<file path="config.mk">
export PLATFORM = sky130hd
export DESIGN_NAME = dmc_top
export DESIGN_NICKNAME = d
export VERILOG_FILES = /design/src/dmc_pkg.sv /design/src/dmc_top.sv /design/src/dmc_frame_counter.sv /design/src/dmc_irq_status.sv
export VERILOG_INCLUDE_DIRS = /design/src
export SDC_FILE = /design/constraint.sdc
export NUM_CORES = 1
export LEC_CHECK = 0
export ABC_AREA = 1
export BUFFER_PORTS_ARGS = -buffer_cell sky130_fd_sc_hd__buf_4
export CAP_MARGIN = 20
export CORE_MARGIN = 2
export CORE_UTILIZATION = 49
export CTS_CLUSTER_SIZE = 16
export DETAILED_ROUTE_END_ITERATION = 10
export PLACE_DENSITY = 0.9
export SKIP_CTS_REPAIR_TIMING = 1
export SLEW_MARGIN = 20
export SYNTH_ARGS = -nofsm -noshare
export SYNTH_HDL_FRONTEND = slang
export SYNTH_SLANG_ARGS = --single-unit
export TNS_END_PERCENT = 1
</file>
<file path="constraint.sdc">
create_clock -name aclk -period 2.7 [get_ports aclk]
set_clock_uncertainty 0.15 [all_clocks]
set_input_delay 0.135 -clock aclk [delete_from_list [all_inputs] [get_ports aclk]]
set_output_delay 0.135 -clock aclk [all_outputs]
set_load 0.02 [all_outputs]
</file>
<file path="src/dmc_map.svh">
// Register indices, field positions, reset values and bus codes
//
// Notes on behaviour
// [RL1] Mode register at index 91H in CPU modes 0/1, at 90H in modes 2/3.
// [RL2] Mode bit 4 selects transfer: 0 single block, 1 chained; resets zero.
// [RL3] Mode bit 2 in chained mode: 0 single frame, 1 multi-frame; resets 0.
// [RL4] Mode bit 1 enables the frame-end event counter; resets to zero.
// [RL5] Counter reads as 4 low bits at 93H or 92H; upper bits read 0.
// [RL6] Interrupt enables at 94H or 95H; low four bits read zero.
// [RL7] Bit 7 enables the end-of-transfer interrupt; resets to zero.
// [RL8] Bit 4 enables counter overflow interrupt, chained mode only; resets 0.
// [RL9] Bits 6 and 5 enable frame-end and buffer error interrupts, chained.
// [RL10] Software keeps the counter enable cleared in single-block mode.
`ifndef DMC_MAP_SVH
`define DMC_MAP_SVH

// ==========================================================================
// Register indices (byte address is four times the index)
`define DMC_IDX_MODE_LO   8'h91
`define DMC_IDX_MODE_HI   8'h90
`define DMC_IDX_CNT_LO    8'h93
`define DMC_IDX_CNT_HI    8'h92
`define DMC_IDX_IEN_LO    8'h94
`define DMC_IDX_IEN_HI    8'h95
`define DMC_IDX_STAT      8'h9c
`define DMC_IDX_MASK      8'h9d

// ==========================================================================
// Field positions
`define DMC_BIT_XFER_MODE 4
`define DMC_BIT_MULTI_FRM 2
`define DMC_BIT_CNT_EN    1
`define DMC_BIT_DONE_IE   7
`define DMC_BIT_OVF_IE    4
`define DMC_IRQ_LSB       4

// ==========================================================================
// Write masks and reset values
`define DMC_MODE_WMASK    8'h16
`define DMC_IEN_WMASK     8'hf0
`define DMC_MODE_RESET    8'h00
`define DMC_IEN_RESET     8'h00
`define DMC_CNT_RESET     4'h0
`define DMC_CNT_MAX       4'hf
`define DMC_NIB_RESET     4'h0

// ==========================================================================
// AXI response codes
`define DMC_RESP_OKAY     2'h0
`define DMC_RESP_SLVERR   2'h2

`endif

</file>
<file path="src/dmc_pkg.sv">
// Types shared by the channel mode and interrupt enable block
package dmc_pkg;
   // ======================================================================
   // Bus channel states
   typedef enum logic [0:0] {
      DMC_WR_COLLECT = 1'b0,
      DMC_WR_RESP    = 1'b1
   } dmc_wr_e;

   typedef enum logic [0:0] {
      DMC_RD_IDLE = 1'b0,
      DMC_RD_DATA = 1'b1
   } dmc_rd_e;

   // ======================================================================
   // Data types
   typedef logic [7:0]  dmc_byte_t;
   typedef logic [3:0]  dmc_nib_t;
   typedef logic [11:0] dmc_addr_t;
   typedef logic [31:0] dmc_word_t;
endpackage

</file>
<file path="src/dmc_top.sv">
// Channel mode, frame-end counter and interrupt enable block, AXI4-Lite
//
// The AXI4-Lite slave port was left to the implementer.
`timescale 1ns/1ps
`default_nettype none
`include "dmc_map.svh"
module dmc_top (
   // Clock and reset
   input  wire logic              aclk,
   input  wire logic              aresetn,
   // AXI4-Lite write address
   input  wire dmc_pkg::dmc_addr_t awaddr,
   input  wire logic [2:0]        awprot,
   input  wire logic              awvalid,
   output logic                   awready,
   // AXI4-Lite write data
   input  wire dmc_pkg::dmc_word_t wdata,
   input  wire logic [3:0]        wstrb,
   input  wire logic              wvalid,
   output logic                   wready,
   // AXI4-Lite write response
   output logic [1:0]             bresp,
   output logic                   bvalid,
   input  wire logic              bready,
   // AXI4-Lite read address
   input  wire dmc_pkg::dmc_addr_t araddr,
   input  wire logic [2:0]        arprot,
   input  wire logic              arvalid,
   output logic                   arready,
   // AXI4-Lite read data
   output dmc_pkg::dmc_word_t     rdata,
   output logic [1:0]             rresp,
   output logic                   rvalid,
   input  wire logic              rready,
   // CPU interface mode strap pins
   input  wire logic [1:0]        cpu_mode_pin,
   // Events from the transfer engine
   input  wire logic              transfer_done_evt,
   input  wire logic              frame_done_evt,
   input  wire logic              buffer_error_evt,
   // Configuration towards the transfer engine
   output logic                   transfer_mode_select,
   output logic                   multi_frame_select,
   output logic                   frame_counter_enable,
   output dmc_pkg::dmc_nib_t      frame_end_event_count,
   // Interrupt
   output logic                   irq
);
   import dmc_pkg::*;

   // ======================================================================
   // Address decode: one word per index, upper address bits must be zero
   function automatic logic reg_hit(input dmc_addr_t addr,
                                    input dmc_byte_t idx_lo,
                                    input dmc_byte_t idx_hi,
                                    input logic      hi_mode);
      logic [7:0] want;
      want    = hi_mode ? idx_hi : idx_lo;
      reg_hit = (addr[11:10] == 2'h0) && (addr[9:2] == want);
   endfunction

   // ======================================================================
   // State
   logic [1:0] strap_meta_reg;
   logic [1:0] strap_meta_next;
   logic [1:0] strap_sync_reg;
   logic [1:0] strap_sync_next;
   dmc_byte_t  mode_reg;
   dmc_byte_t  mode_next;
   dmc_byte_t  ien_reg;
   dmc_byte_t  ien_next;
   dmc_wr_e    wr_state_reg;
   dmc_wr_e    wr_state_next;
   dmc_rd_e    rd_state_reg;
   dmc_rd_e    rd_state_next;
   logic       aw_full_reg;
   logic       aw_full_next;
   logic       w_full_reg;
   logic       w_full_next;
   dmc_addr_t  aw_addr_reg;
   dmc_addr_t  aw_addr_next;
   dmc_byte_t  w_data_reg;
   dmc_byte_t  w_data_next;
   logic       w_strb_reg;
   logic       w_strb_next;
   logic [1:0] bresp_reg;
   logic [1:0] bresp_next;
   dmc_word_t  rdata_reg;
   dmc_word_t  rdata_next;
   logic [1:0] rresp_reg;
   logic [1:0] rresp_next;

   // Decode and strobes
   logic       hi_mode;
   logic       wr_fire;
   logic       ar_fire;
   logic       w_mode_hit;
   logic       w_ien_hit;
   logic       w_cnt_hit;
   logic       w_stat_hit;
   logic       w_mask_hit;
   logic       w_mapped;
   logic       r_mode_hit;
   logic       r_cnt_hit;
   logic       r_ien_hit;
   logic       r_stat_hit;
   logic       r_mask_hit;
   logic       r_mapped;
   logic       chained;
   dmc_nib_t   gated_evt;
   dmc_nib_t   irq_status;
   dmc_nib_t   irq_mask;
   logic       count_ovf;
   dmc_nib_t   count_val;

   // Strap pins cross into the clock domain through two flip-flops
   always_comb begin
      strap_meta_next = cpu_mode_pin;
      strap_sync_next = strap_meta_reg;
   end

   always_ff @(posedge aclk) begin
      if (!aresetn) begin
         strap_meta_reg <= 2'h0;
         strap_sync_reg <= 2'h0;
      end else begin
         strap_meta_reg <= strap_meta_next;
         strap_sync_reg <= strap_sync_next;
      end
   end

   // Modes 2 and 3 swap the byte lanes, so the decode follows bit 1
   assign hi_mode = strap_sync_reg[1];

   // ======================================================================
   // Register decode for the held write and the offered read
   assign w_mode_hit = reg_hit(aw_addr_reg, `DMC_IDX_MODE_LO,
                               `DMC_IDX_MODE_HI, hi_mode);      // see [RL1]
   assign w_cnt_hit  = reg_hit(aw_addr_reg, `DMC_IDX_CNT_LO,
                               `DMC_IDX_CNT_HI, hi_mode);       // see [RL5]
   assign w_ien_hit  = reg_hit(aw_addr_reg, `DMC_IDX_IEN_LO,
                               `DMC_IDX_IEN_HI, hi_mode);       // see [RL6]
   assign w_stat_hit = reg_hit(aw_addr_reg, `DMC_IDX_STAT,
                               `DMC_IDX_STAT, hi_mode);
   assign w_mask_hit = reg_hit(aw_addr_reg, `DMC_IDX_MASK,
                               `DMC_IDX_MASK, hi_mode);
   assign w_mapped   = w_mode_hit | w_cnt_hit | w_ien_hit |
                       w_stat_hit | w_mask_hit;
   assign r_mode_hit = reg_hit(araddr, `DMC_IDX_MODE_LO,
                               `DMC_IDX_MODE_HI, hi_mode);      // see [RL1]
   assign r_cnt_hit  = reg_hit(araddr, `DMC_IDX_CNT_LO,
                               `DMC_IDX_CNT_HI, hi_mode);       // see [RL5]
   assign r_ien_hit  = reg_hit(araddr, `DMC_IDX_IEN_LO,
                               `DMC_IDX_IEN_HI, hi_mode);       // see [RL6]
   assign r_stat_hit = reg_hit(araddr, `DMC_IDX_STAT,
                               `DMC_IDX_STAT, hi_mode);
   assign r_mask_hit = reg_hit(araddr, `DMC_IDX_MASK,
                               `DMC_IDX_MASK, hi_mode);
   assign r_mapped   = r_mode_hit | r_cnt_hit | r_ien_hit |
                       r_stat_hit | r_mask_hit;

   // ======================================================================
   // Write channel: address and data are collected in either order
   assign awready = (wr_state_reg == DMC_WR_COLLECT) && !aw_full_reg;
   assign wready  = (wr_state_reg == DMC_WR_COLLECT) && !w_full_reg;
   assign wr_fire = (wr_state_reg == DMC_WR_COLLECT) && aw_full_reg &&
                    w_full_reg;
   assign bvalid  = (wr_state_reg == DMC_WR_RESP);
   assign bresp   = bresp_reg;

   always_comb begin
      wr_state_next = wr_state_reg;
      aw_full_next  = aw_full_reg;
      w_full_next   = w_full_reg;
      aw_addr_next  = aw_addr_reg;
      w_data_next   = w_data_reg;
      w_strb_next   = w_strb_reg;
      bresp_next    = bresp_reg;
      case (wr_state_reg)
         DMC_WR_COLLECT: begin
            if (awvalid && awready) begin
               aw_full_next = 1'b1;
               aw_addr_next = awaddr;
            end
            if (wvalid && wready) begin
               w_full_next = 1'b1;
               w_data_next = wdata[7:0];
               w_strb_next = wstrb[0];
            end
            if (wr_fire) begin
               aw_full_next  = 1'b0;
               w_full_next   = 1'b0;
               bresp_next    = w_mapped ? `DMC_RESP_OKAY : `DMC_RESP_SLVERR;
               wr_state_next = DMC_WR_RESP;
            end
         end
         DMC_WR_RESP: begin
            if (bready) begin
               wr_state_next = DMC_WR_COLLECT;
            end
         end
         default: begin
            wr_state_next = DMC_WR_COLLECT;
         end
      endcase
   end

   always_ff @(posedge aclk) begin
      if (!aresetn) begin
         wr_state_reg <= DMC_WR_COLLECT;
         aw_full_reg  <= 1'b0;
         w_full_reg   <= 1'b0;
         aw_addr_reg  <= 12'h000;
         w_data_reg   <= 8'h00;
         w_strb_reg   <= 1'b0;
         bresp_reg    <= `DMC_RESP_OKAY;
      end else begin
         wr_state_reg <= wr_state_next;
         aw_full_reg  <= aw_full_next;
         w_full_reg   <= w_full_next;
         aw_addr_reg  <= aw_addr_next;
         w_data_reg   <= w_data_next;
         w_strb_reg   <= w_strb_next;
         bresp_reg    <= bresp_next;
      end
   end

   // ======================================================================
   // Control registers; unused bits are never stored so they read zero
   always_comb begin
      mode_next = mode_reg;
      ien_next  = ien_reg;
      if (wr_fire && w_strb_reg && w_mode_hit) begin
         mode_next = w_data_reg & `DMC_MODE_WMASK;        // see [RL2]
      end
      if (wr_fire && w_strb_reg && w_ien_hit) begin
         ien_next = w_data_reg & `DMC_IEN_WMASK;          // see [RL6]
      end
   end

   always_ff @(posedge aclk) begin
      if (!aresetn) begin
         mode_reg <= `DMC_MODE_RESET;
         ien_reg  <= `DMC_IEN_RESET;
      end else begin
         mode_reg <= mode_next;
         ien_reg  <= ien_next;
      end
   end

   assign transfer_mode_select  = mode_reg[`DMC_BIT_XFER_MODE]; // see [RL2]
   assign multi_frame_select    = mode_reg[`DMC_BIT_MULTI_FRM]; // see [RL3]
   assign frame_counter_enable  = mode_reg[`DMC_BIT_CNT_EN];    // see [RL4]
   assign frame_end_event_count = count_val;
   assign chained               = transfer_mode_select;

   // ======================================================================
   // Read channel; data is registered, the counter is read-only
   assign arready = (rd_state_reg == DMC_RD_IDLE);
   assign ar_fire = arvalid && arready;
   assign rvalid  = (rd_state_reg == DMC_RD_DATA);
   assign rdata   = rdata_reg;
   assign rresp   = rresp_reg;

   always_comb begin
      rd_state_next = rd_state_reg;
      rdata_next    = rdata_reg;
      rresp_next    = rresp_reg;
      case (rd_state_reg)
         DMC_RD_IDLE: begin
            if (ar_fire) begin
               rdata_next = 32'h0000_0000;
               if (r_mode_hit) begin
                  rdata_next[7:0] = mode_reg;
               end
               if (r_cnt_hit) begin
                  rdata_next[3:0] = count_val;           // see [RL5]
               end
               if (r_ien_hit) begin
                  rdata_next[7:0] = ien_reg;             // see [RL6]
               end
               if (r_stat_hit) begin
                  rdata_next[7:4] = irq_status;
               end
               if (r_mask_hit) begin
                  rdata_next[7:4] = irq_mask;
               end
               rresp_next    = r_mapped ? `DMC_RESP_OKAY : `DMC_RESP_SLVERR;
               rd_state_next = DMC_RD_DATA;
            end
         end
         DMC_RD_DATA: begin
            if (rready) begin
               rd_state_next = DMC_RD_IDLE;
            end
         end
         default: begin
            rd_state_next = DMC_RD_IDLE;
         end
      endcase
   end

   always_ff @(posedge aclk) begin
      if (!aresetn) begin
         rd_state_reg <= DMC_RD_IDLE;
         rdata_reg    <= 32'h0000_0000;
         rresp_reg    <= `DMC_RESP_OKAY;
      end else begin
         rd_state_reg <= rd_state_next;
         rdata_reg    <= rdata_next;
         rresp_reg    <= rresp_next;
      end
   end

   // ======================================================================
   // Counter; relies on software clearing the enable in single-block mode
   dmc_frame_counter u_counter (
      .aclk      (aclk),
      .aresetn   (aresetn),
      .count_en  (frame_counter_enable),  // see [RL10]
      .frame_evt (frame_done_evt),
      .count_ovf (count_ovf),
      .count     (count_val)
   );

   // Events pass only while enabled; three of them only in chained mode
   assign gated_evt[3] = transfer_done_evt & ien_reg[7];   // see [RL7]
   assign gated_evt[2] = frame_done_evt & ien_reg[6] & chained; // see [RL9]
   assign gated_evt[1] = buffer_error_evt & ien_reg[5] & chained; // see [RL9]
   assign gated_evt[0] = count_ovf & chained &             // see [RL8]
                         ien_reg[`DMC_BIT_OVF_IE];

   dmc_irq_status u_irq (
      .aclk     (aclk),
      .aresetn  (aresetn),
      .events   (gated_evt),
      .clear_we (wr_fire && w_strb_reg && w_stat_hit),
      .mask_we  (wr_fire && w_strb_reg && w_mask_hit),
      .wr_nib   (w_data_reg[7:4]),
      .status   (irq_status),
      .mask     (irq_mask),
      .irq      (irq)
   );

   // ======================================================================
   // Checks
   mode_write_takes_a: assert property ( // see [RL2]
      @(posedge aclk) disable iff (!aresetn)
      (wr_fire && w_strb_reg && w_mode_hit)
      |=> (transfer_mode_select == $past(w_data_reg[4]) &&
           multi_frame_select == $past(w_data_reg[2])))
      else $error("mode write not applied");

   ien_low_zero_a: assert property ( // see [RL6]
      @(posedge aclk) disable iff (!aresetn)
      ien_reg[3:0] == 4'h0)
      else $error("enable low bits not zero");

   cnt_read_value_a: assert property ( // see [RL5]
      @(posedge aclk) disable iff (!aresetn)
      (ar_fire && r_cnt_hit) |=> (rvalid && rdata[31:4] == 28'h0 &&
                                  rdata[3:0] == $past(count_val)))
      else $error("counter read wrong");

   done_needs_enable_a: assert property ( // see [RL7]
      @(posedge aclk) disable iff (!aresetn)
      (transfer_done_evt && !ien_reg[7] && !irq_status[3]) |=> !irq_status[3])
      else $error("done status set while disabled");

   ovf_single_block_a: assert property ( // see [RL8]
      @(posedge aclk) disable iff (!aresetn)
      (count_ovf && !chained && !irq_status[0]) |=> !irq_status[0])
      else $error("overflow status set in single-block mode");

   bresp_unmapped_a: assert property ( // see [RL1]
      @(posedge aclk) disable iff (!aresetn)
      (wr_fire && !w_mapped) |=> (bvalid && bresp == 2'h2))
      else $error("unmapped write not refused");

   bvalid_hold_a: assert property (
      @(posedge aclk) disable iff (!aresetn)
      (bvalid && !bready) |=> (bvalid && $stable(bresp)))
      else $error("write response dropped");
endmodule
`default_nettype wire

</file>
<file path="src/dmc_frame_counter.sv">
// Frame-end event counter with overflow pulse
`timescale 1ns/1ps
`default_nettype none
`include "dmc_map.svh"
module dmc_frame_counter (
   // Clock and reset
   input  wire logic          aclk,
   input  wire logic          aresetn,
   // Control and event
   input  wire logic          count_en,
   input  wire logic          frame_evt,
   // Results
   output logic               count_ovf,
   output dmc_pkg::dmc_nib_t  count
);
   import dmc_pkg::*;

   dmc_nib_t count_reg;
   dmc_nib_t count_next;
   logic     ovf_reg;
   logic     ovf_next;

   // ======================================================================
   // Counting; a disabled counter is held at zero so a fresh run starts clean
   always_comb begin
      count_next = count_reg;
      ovf_next   = 1'b0;
      if (!count_en) begin
         count_next = `DMC_CNT_RESET;              // see [RL4]
      end else if (frame_evt) begin
         count_next = count_reg + 4'h1;            // see [RL4]
         ovf_next   = (count_reg == `DMC_CNT_MAX);
      end
   end

   always_ff @(posedge aclk) begin
      if (!aresetn) begin
         count_reg <= `DMC_CNT_RESET;
         ovf_reg   <= 1'b0;
      end else begin
         count_reg <= count_next;
         ovf_reg   <= ovf_next;
      end
   end

   assign count     = count_reg;
   assign count_ovf = ovf_reg;

   // ======================================================================
   // Checks
   cnt_disabled_zero_a: assert property ( // see [RL4]
      @(posedge aclk) disable iff (!aresetn)
      !count_en |=> (count == 4'h0))
      else $error("counter not cleared while disabled");

   cnt_wrap_ovf_a: assert property ( // see [RL4]
      @(posedge aclk) disable iff (!aresetn)
      (count_en && frame_evt && count == 4'hf)
      |=> (count_ovf && count == 4'h0))
      else $error("counter wrap did not pulse overflow");
endmodule
`default_nettype wire

</file>
<file path="src/dmc_irq_status.sv">
// Sticky interrupt status, mask and interrupt output
`timescale 1ns/1ps
`default_nettype none
`include "dmc_map.svh"
module dmc_irq_status (
   // Clock and reset
   input  wire logic          aclk,
   input  wire logic          aresetn,
   // Gated events, same layout as status bits 7..4
   input  wire dmc_pkg::dmc_nib_t events,
   // Software access
   input  wire logic          clear_we,
   input  wire logic          mask_we,
   input  wire dmc_pkg::dmc_nib_t wr_nib,
   // Results
   output dmc_pkg::dmc_nib_t  status,
   output dmc_pkg::dmc_nib_t  mask,
   output logic               irq
);
   import dmc_pkg::*;

   dmc_nib_t status_reg;
   dmc_nib_t status_next;
   dmc_nib_t mask_reg;
   dmc_nib_t mask_next;

   // ======================================================================
   // Write-one-to-clear; a new event in the clearing cycle wins
   always_comb begin
      status_next = status_reg;
      mask_next   = mask_reg;
      if (clear_we) begin
         status_next = status_next & ~wr_nib;
      end
      status_next = status_next | events;
      if (mask_we) begin
         mask_next = wr_nib;
      end
   end

   always_ff @(posedge aclk) begin
      if (!aresetn) begin
         status_reg <= `DMC_NIB_RESET;
         mask_reg   <= `DMC_NIB_RESET;
      end else begin
         status_reg <= status_next;
         mask_reg   <= mask_next;
      end
   end

   assign status = status_reg;
   assign mask   = mask_reg;
   assign irq    = |(status_reg & mask_reg);

   // ======================================================================
   // Checks
   set_beats_clear_a: assert property ( // see [RL7]
      @(posedge aclk) disable iff (!aresetn)
      (events[3] && clear_we && wr_nib[3]) |=> status[3])
      else $error("event lost against a clear");

   irq_follows_evt_a: assert property ( // see [RL7]
      @(posedge aclk) disable iff (!aresetn)
      (events[3] && mask[3] && !mask_we) |=> irq)
      else $error("unmasked event did not raise irq");
endmodule
`default_nettype wire

</file>
== After elaboration in Yosys (flattened, before gate mapping) ==
Cells that the tools add are included.

* Word-level logic and storage cells: 109
* Output and inout bits: 49
* Register bits: 61

* Bitwise gates (word level): 21
* Eq/ne operators: 11
* $add $sub $neg: 1
* Reduce and logical (&&, ||, !) cells: 37
* Muxes and demuxes: 21

{| class="wikitable"
|+ Operators with widths
! kind !! count
|-
| $eq A8 B8 Y1 || 6
|-
| $eq A8 B8 Y1 const B || 4
|-
| $logic_and A1 B1 Y1 || 22
|-
| $mux W4 || 4
|-
| $reduce_and A2 Y1 || 7
|-
| $mux W1 || 11
|-
| $and A4 B4 Y4 || 2
|-
| $mux W8 || 1
|-
| $or A1 B1 Y1 || 8
|-
| $and A1 B1 Y1 || 7
|-
| $mux W5 || 1
|-
| $add A4 B1 Y4 const B || 1
|-
| $eq A4 B4 Y1 const B || 1
|-
| $logic_not A2 Y1 || 2
|-
| $mux W2 || 2
|-
| $not A4 Y4 || 1
|-
| $or A4 B4 Y4 || 1
|-
| $pmux W1 S2 || 2
|-
| $reduce_bool A2 Y1 || 2
|-
| $reduce_or A4 Y1 || 1
|-
| $reduce_and A3 Y1 || 1
|-
| $logic_not A1 Y1 || 2
|-
| $not A1 Y1 || 2
|}

== Longest topological paths before layout ==
* Depth in word-level cells: 8
* Depth in mapped cells: 11
* Gate-level depth less buffers: 11

== By module ==
Synthesis repeated with hierarchy kept, for this count alone.

* Cell total of the unflattened synthesis: 383
* Area total of the unflattened synthesis: 2721.4 um^2

{| class="wikitable"
|+ By module, submodules not included
! module !! times used !! sequential area each (um^2) !! area an instance (um^2) !! cells an instance
|-
| dmc_top || 1 || 800.8 || 2217.1 || 314
|-
| dmc_irq_status || 1 || 160.2 || 304.0 || 43
|-
| dmc_frame_counter || 1 || 100.1 || 200.2 || 26
|}

== Worst setup path before layout ==
Ideal clock, no wire load.

* Path type: reg-to-reg
* From: register wr_state_reg, in the netlist bvalid
* To: register aw_addr_reg[10]
* Cell stages (with the launch flop): 6
* Arrival time: 1294 ps
* Required time: 2434 ps
* Setup time: 116 ps
* Slack: 1140 ps
* Cell sequence: dfxtp_1 -> nor2_1 -> nand2_1 -> buf_2 -> o21ai_0 -> nor2_1

* Longest elaborated chain between the ends: 4

{| class="wikitable"
|+ Ends and longest elaborated chain
! element !! RTL line !! text
|-
| start, declared || dmc_top.sv:72 || <nowiki>dmc_wr_e wr_state_reg;</nowiki>
|-
| start signal, assigned || dmc_top.sv:218 || <nowiki>wr_state_reg <= wr_state_next;</nowiki>
|-
| $not A1 Y1 (no line) || -- ||
|-
| $logic_and A1 B1 Y1 || dmc_top.sv:164 || <nowiki>assign awready = (wr_state_reg == DMC_WR_COLLECT) && !aw_full_reg;</nowiki>
|-
| net awready || dmc_top.sv:15 || <nowiki>output logic awready,</nowiki>
|-
| $logic_and A1 B1 Y1 || dmc_top.sv:181 || <nowiki>if (awvalid && awready) begin</nowiki>
|-
| $reduce_and A2 Y1 (no line) || -- ||
|-
| end signal, assigned || dmc_top.sv:221 || <nowiki>aw_addr_reg <= aw_addr_next;</nowiki>
|-
| end, declared || dmc_top.sv:80 || <nowiki>dmc_addr_t aw_addr_reg;</nowiki>
|}

The timed path passes the listed nets, and every way through them passes these cells.
A chain may end at the register's enable or synchronous reset.

== Worst setup path in the final report ==
* From: register rd_state_reg, in the netlist rvalid
* To: register rdata_reg[2], in the netlist rdata[2]

* Longest elaborated chain between the ends: 3

{| class="wikitable"
|+ Ends and longest elaborated chain
! element !! RTL line !! text
|-
| start, declared || dmc_top.sv:74 || <nowiki>dmc_rd_e rd_state_reg;</nowiki>
|-
| start signal, assigned || dmc_top.sv:309 || <nowiki>rd_state_reg <= rd_state_next;</nowiki>
|-
| $not A1 Y1 (no line) * || -- ||
|-
| $logic_and A1 B1 Y1 || dmc_top.sv:260 || <nowiki>assign ar_fire = arvalid && arready;</nowiki>
|-
| $reduce_and A2 Y1 (no line) * || -- ||
|-
| end signal, assigned || dmc_top.sv:310 || <nowiki>rdata_reg <= rdata_next;</nowiki>
|-
| end, declared || dmc_top.sv:88 || <nowiki>dmc_word_t rdata_reg;</nowiki>
|}

Mark *: on every way between the ends. The rest lies on a longest branch, timed or not.

==> run summary <==
Number of distinct library cell variants in the gate-level netlist after synthesis: 31. The most used cell along the critical path was sky130_fd_sc_hd__nand2_1. The clock period minus worst slack was 1.59 ns. Cell family with the largest share of critical-path delay: simple AND/OR/NAND/NOR gates. The detailed router finished its first iteration with 153 violations. Summing every instance area after synthesis gives 0.00258 sq mm.

In the final layout, flip-flops and latches occupy 0.00106 sq mm. The compound-gate portion of the synthesized area came out at 15.7%. The initial core utilization came out at 50.6%. The tree is rooted in a sky130_fd_sc_hd__clkbuf_8. Along the worst path, the maximum fanout reaches 12. The repair_antennas step left the layout with diodes totalling 0. The global-route wire length before repair is 9390 um. The die covers 0.00587 sq mm. The final reports fail on hold timing. Data arrives at the worst endpoint at 1.70 ns.

The routed layout has 2423 vias. The tools report the capturing element type of the critical path as a flip-flop. In the synthesized netlist, mux cells make up 0% of the area.

Entering global routing, the biggest net connects 40 pins. For the total cell area at the placement stage, the log shows 0.00298 sq mm. The leakage power came out at 0.00145 uW. The deepest level of the CTS H-tree is 2. Routability-driven placement finished with a final weighted congestion of 0.902.

In the final timing run, aggregate negative setup slack is 0 ns. Later-pin clock latency in the skew report: 0.31 ns. The filler cells instantiated in the layout total 450. From synthesis to final layout, the design area changed by 26.3%. Clock-pin slew was measured on the worst setup and hold paths at 0.09 ns. The synthesized netlist devotes 0.339% of its cell area to XOR and XNOR gates. The tools report the instance count of the mapped netlist as 355.

In this run the remaining antenna-violating nets after routing total 0. The vertical extent of the die is 76.6 um, and the average detailed-routed wire length per instance is 11.8 um. Summing the areas of all and, or, nand and nor instances in the mapped netlist gives 26.6% of the synthesized area.

The signal on the critical path passes through inv_1, nand2_1, inv_1, nand2_1, nor2_2, nand2_1, nand3_1, nand2_1, inv_1. For the post-route total power, the log shows 1560 uW. The width of the die was 76.6 um; the number of hold-slack violations in the final timing report was 4. For the max capacitance violation total, the log shows 0.

By startpoint and endpoint, the worst setup path is classified as flip-flop to flip-flop. The adder-cell share of the synthesized area is 0.484%, and the worst stage delay on the critical path is 0.33 ns. CTS saw 53 sinks. For the critical path required time, the log shows 2.81 ns.

The detailed-route vias per instance was 4.82. The flow ran to the end, but the final reports show violations. For the total grt overflow, the log shows 0.

The row count is 26. For this block, the routed nets add up to 5920 um of wire. Of all flip-flops after synthesis, the portion carrying an async set or reset was 0%.

TritonCTS built the clock tree. The tightest min-delay check is of the primary input to flip-flop type. The initial antenna violation count is 0. Number of buffer and inverter stages on the critical path: 3. For this run, the leading register cell type out of synthesis is sky130_fd_sc_hd__dfxtp_1. The finished cells cover 0.00326 sq mm.

Setup violations remaining at the end of the flow were counted as 0. The logs give 4 for the number of search-and-repair iterations in the first detailed-routing pass and 41.1% for the post-synthesis sequential area ratio. The number of max-slew violations in the final report came out at 0. Setup repair after global routing left no endpoint under its margin.

Minimum hold slack: -0.0538 ns. The slowest cell on the critical path was sky130_fd_sc_hd__inv_1. In this run the power density over the cells is 477 mW/mm^2. Averaged over all synthesized cells, the footprint is 7.27 sq um. The number of global-route vias before repair came out at 2108. For the global-route usage over all layers, the log shows 19.7%. IR analysis of the VDD net gives a maximum drop of 0.000443 V. The wire-length estimate of the detail-placed layout is 4320 um. The region available for standard cell placement spans 0.00511 sq mm.

The warning count from the yosys run was 0. The flip-flop count of the largest register after layout is 10. For this run, design rule violations remaining after detail routing come to 0.

The maximum root-to-sink buffer count was 2; the multi-input logic area was 0.00121 sq mm. Derived from the worst setup path, the maximum achievable clock frequency is 627 MHz. Yosys mapped a number of flops with a built-in enable equal to 0. Input and output buffers added on the ports amount to 60. By area, the combinational part of the netlist is dominated by simple AND/OR/NAND/NOR gates. In this run the count of I/O pins placed on the die edge is 127. The post-layout net count was 511; the register bit count reported by yosys was 53. Number of buffers inserted during clock tree synthesis: 5.

The kind of start point of the critical path is a flip-flop. The final critical path takes up 59.1% of the cycle. The share of layout cells above drive strength 1 is 21.9%.
[cell type report]
type | instances | area share [%]
multi-input cells | 247 | 37.2
flip-flops and latches | 53 | 32.5
repair buffers | 79 | 19.6
inverters | 46 | 5.29
well taps | 70 | 2.69
clock buffers | 6 | 2.22
clock inverters | 2 | 0.460
[worst paths after layout]
check | startpoint | end | slack, ns | cells after the start
min reg2reg | strap_meta_reg[1] | strap_sync_reg[1] | 0.28 | 2
max | rvalid | rdata[2] | 1.11 | 9
max reg2reg | rvalid | rdata[2] | 1.11 | 9
min | awaddr[10] | aw_addr_reg[10] | -0.05 | 3
[metal layers]
layer | routed length (um) | global-route usage, %
met1 | 2620 | 25.6
met2 | 2860 | 31.2
met3 | 399 | 5.81
met4 | 36 | 6.73
met5 | 0 | 0
[report_power, final]
group | total (uW) | leakage [uW] | internal (uW) | switching (uW)
Sequential | 840 | 0.000433 | 816 | 23.4
Combinational | 271 | 0.000976 | 107 | 164
Clock | 445 | 0.0000374 | 183 | 262
[cell usage in the layout (no fill, tap or decap), types with 2 or more instances in the layout]
cell                             n
sky130_fd_sc_hd__buf_4          60
sky130_fd_sc_hd__dfxtp_1        53
sky130_fd_sc_hd__nor2_1         45
sky130_fd_sc_hd__nand2_1        43
sky130_fd_sc_hd__inv_1          42
sky130_fd_sc_hd__o21ai_0        35
sky130_fd_sc_hd__a21oi_1        30
sky130_fd_sc_hd__conb_1         26
sky130_fd_sc_hd__dlygate4sd3_1  19
sky130_fd_sc_hd__nand3_1        16
sky130_fd_sc_hd__nand2_2         7
sky130_fd_sc_hd__nor3_1          7
sky130_fd_sc_hd__o21ai_1         6
sky130_fd_sc_hd__nand4_1         6
sky130_fd_sc_hd__nor2_4          5
sky130_fd_sc_hd__clkbuf_8        5
sky130_fd_sc_hd__inv_2           4
sky130_fd_sc_hd__nor2_2          4
sky130_fd_sc_hd__o22ai_1         3
sky130_fd_sc_hd__nand3_2         2
sky130_fd_sc_hd__nor3_2          2
sky130_fd_sc_hd__clkinvlp_4      2
[worst register-to-register path: stages, from the launching register on]
cell,delay [ns]
sky130_fd_sc_hd__dfxtp_1,0.32
sky130_fd_sc_hd__inv_1,0.09
sky130_fd_sc_hd__nand2_1,0.18
sky130_fd_sc_hd__inv_1,0.33
sky130_fd_sc_hd__nand2_1,0.11
sky130_fd_sc_hd__nor2_2,0.14
sky130_fd_sc_hd__nand2_1,0.07
sky130_fd_sc_hd__nand3_1,0.06
sky130_fd_sc_hd__nand2_1,0.05
sky130_fd_sc_hd__inv_1,0.05
[kinds of logic (layout without fill, tap and decap cells)]
family / after synthesis / after routing
AND/OR/NAND/NOR: 141 / 141
adder cells (fa/ha/maj): 1 / 1
AO/OA/AOI/OAI: 78 / 78
buffers and inverters: 80 / 133
XOR/XNOR: 1 / 1
flip-flops: 53 / 53
other: 1 / 26
[synth_stat cells (2+ instances only)]
cell type,instances,share of area [%]
sky130_fd_sc_hd__a21oi_1,30,5.8
sky130_fd_sc_hd__buf_2,4,0.78
sky130_fd_sc_hd__buf_4,26,7.6
sky130_fd_sc_hd__clkbuf_1,4,0.58
sky130_fd_sc_hd__dfxtp_1,53,41
sky130_fd_sc_hd__inv_1,42,6.1
sky130_fd_sc_hd__inv_2,4,0.58
sky130_fd_sc_hd__nand2_1,43,6.2
sky130_fd_sc_hd__nand2_2,7,1.7
sky130_fd_sc_hd__nand3_1,16,3.1
sky130_fd_sc_hd__nand3_2,2,0.78
sky130_fd_sc_hd__nand4_1,6,1.5
sky130_fd_sc_hd__nor2_1,45,6.5
sky130_fd_sc_hd__nor2_2,4,0.97
sky130_fd_sc_hd__nor2_4,5,2.2
sky130_fd_sc_hd__nor3_1,7,1.4
sky130_fd_sc_hd__nor3_2,2,0.78
sky130_fd_sc_hd__o21ai_0,35,6.8
sky130_fd_sc_hd__o21ai_1,6,1.2
sky130_fd_sc_hd__o22ai_1,3,0.73
[metrics by stage]
stage	cells	utilization [%]	hold WS, ns	setup WS [ns]
after floorplan	380	-	0.0744	1.14
after global routing	503	63.9	0.00503	0.873
after CTS	484	60.1	-0.145	1.09
after global placement	476	58.4	0.175	1.15
after detailed placement	476	58.4	0.178	1.12
final	503	63.9	-0.0538	1.11
No activity file was read; power rests on OpenSTA's default activity.
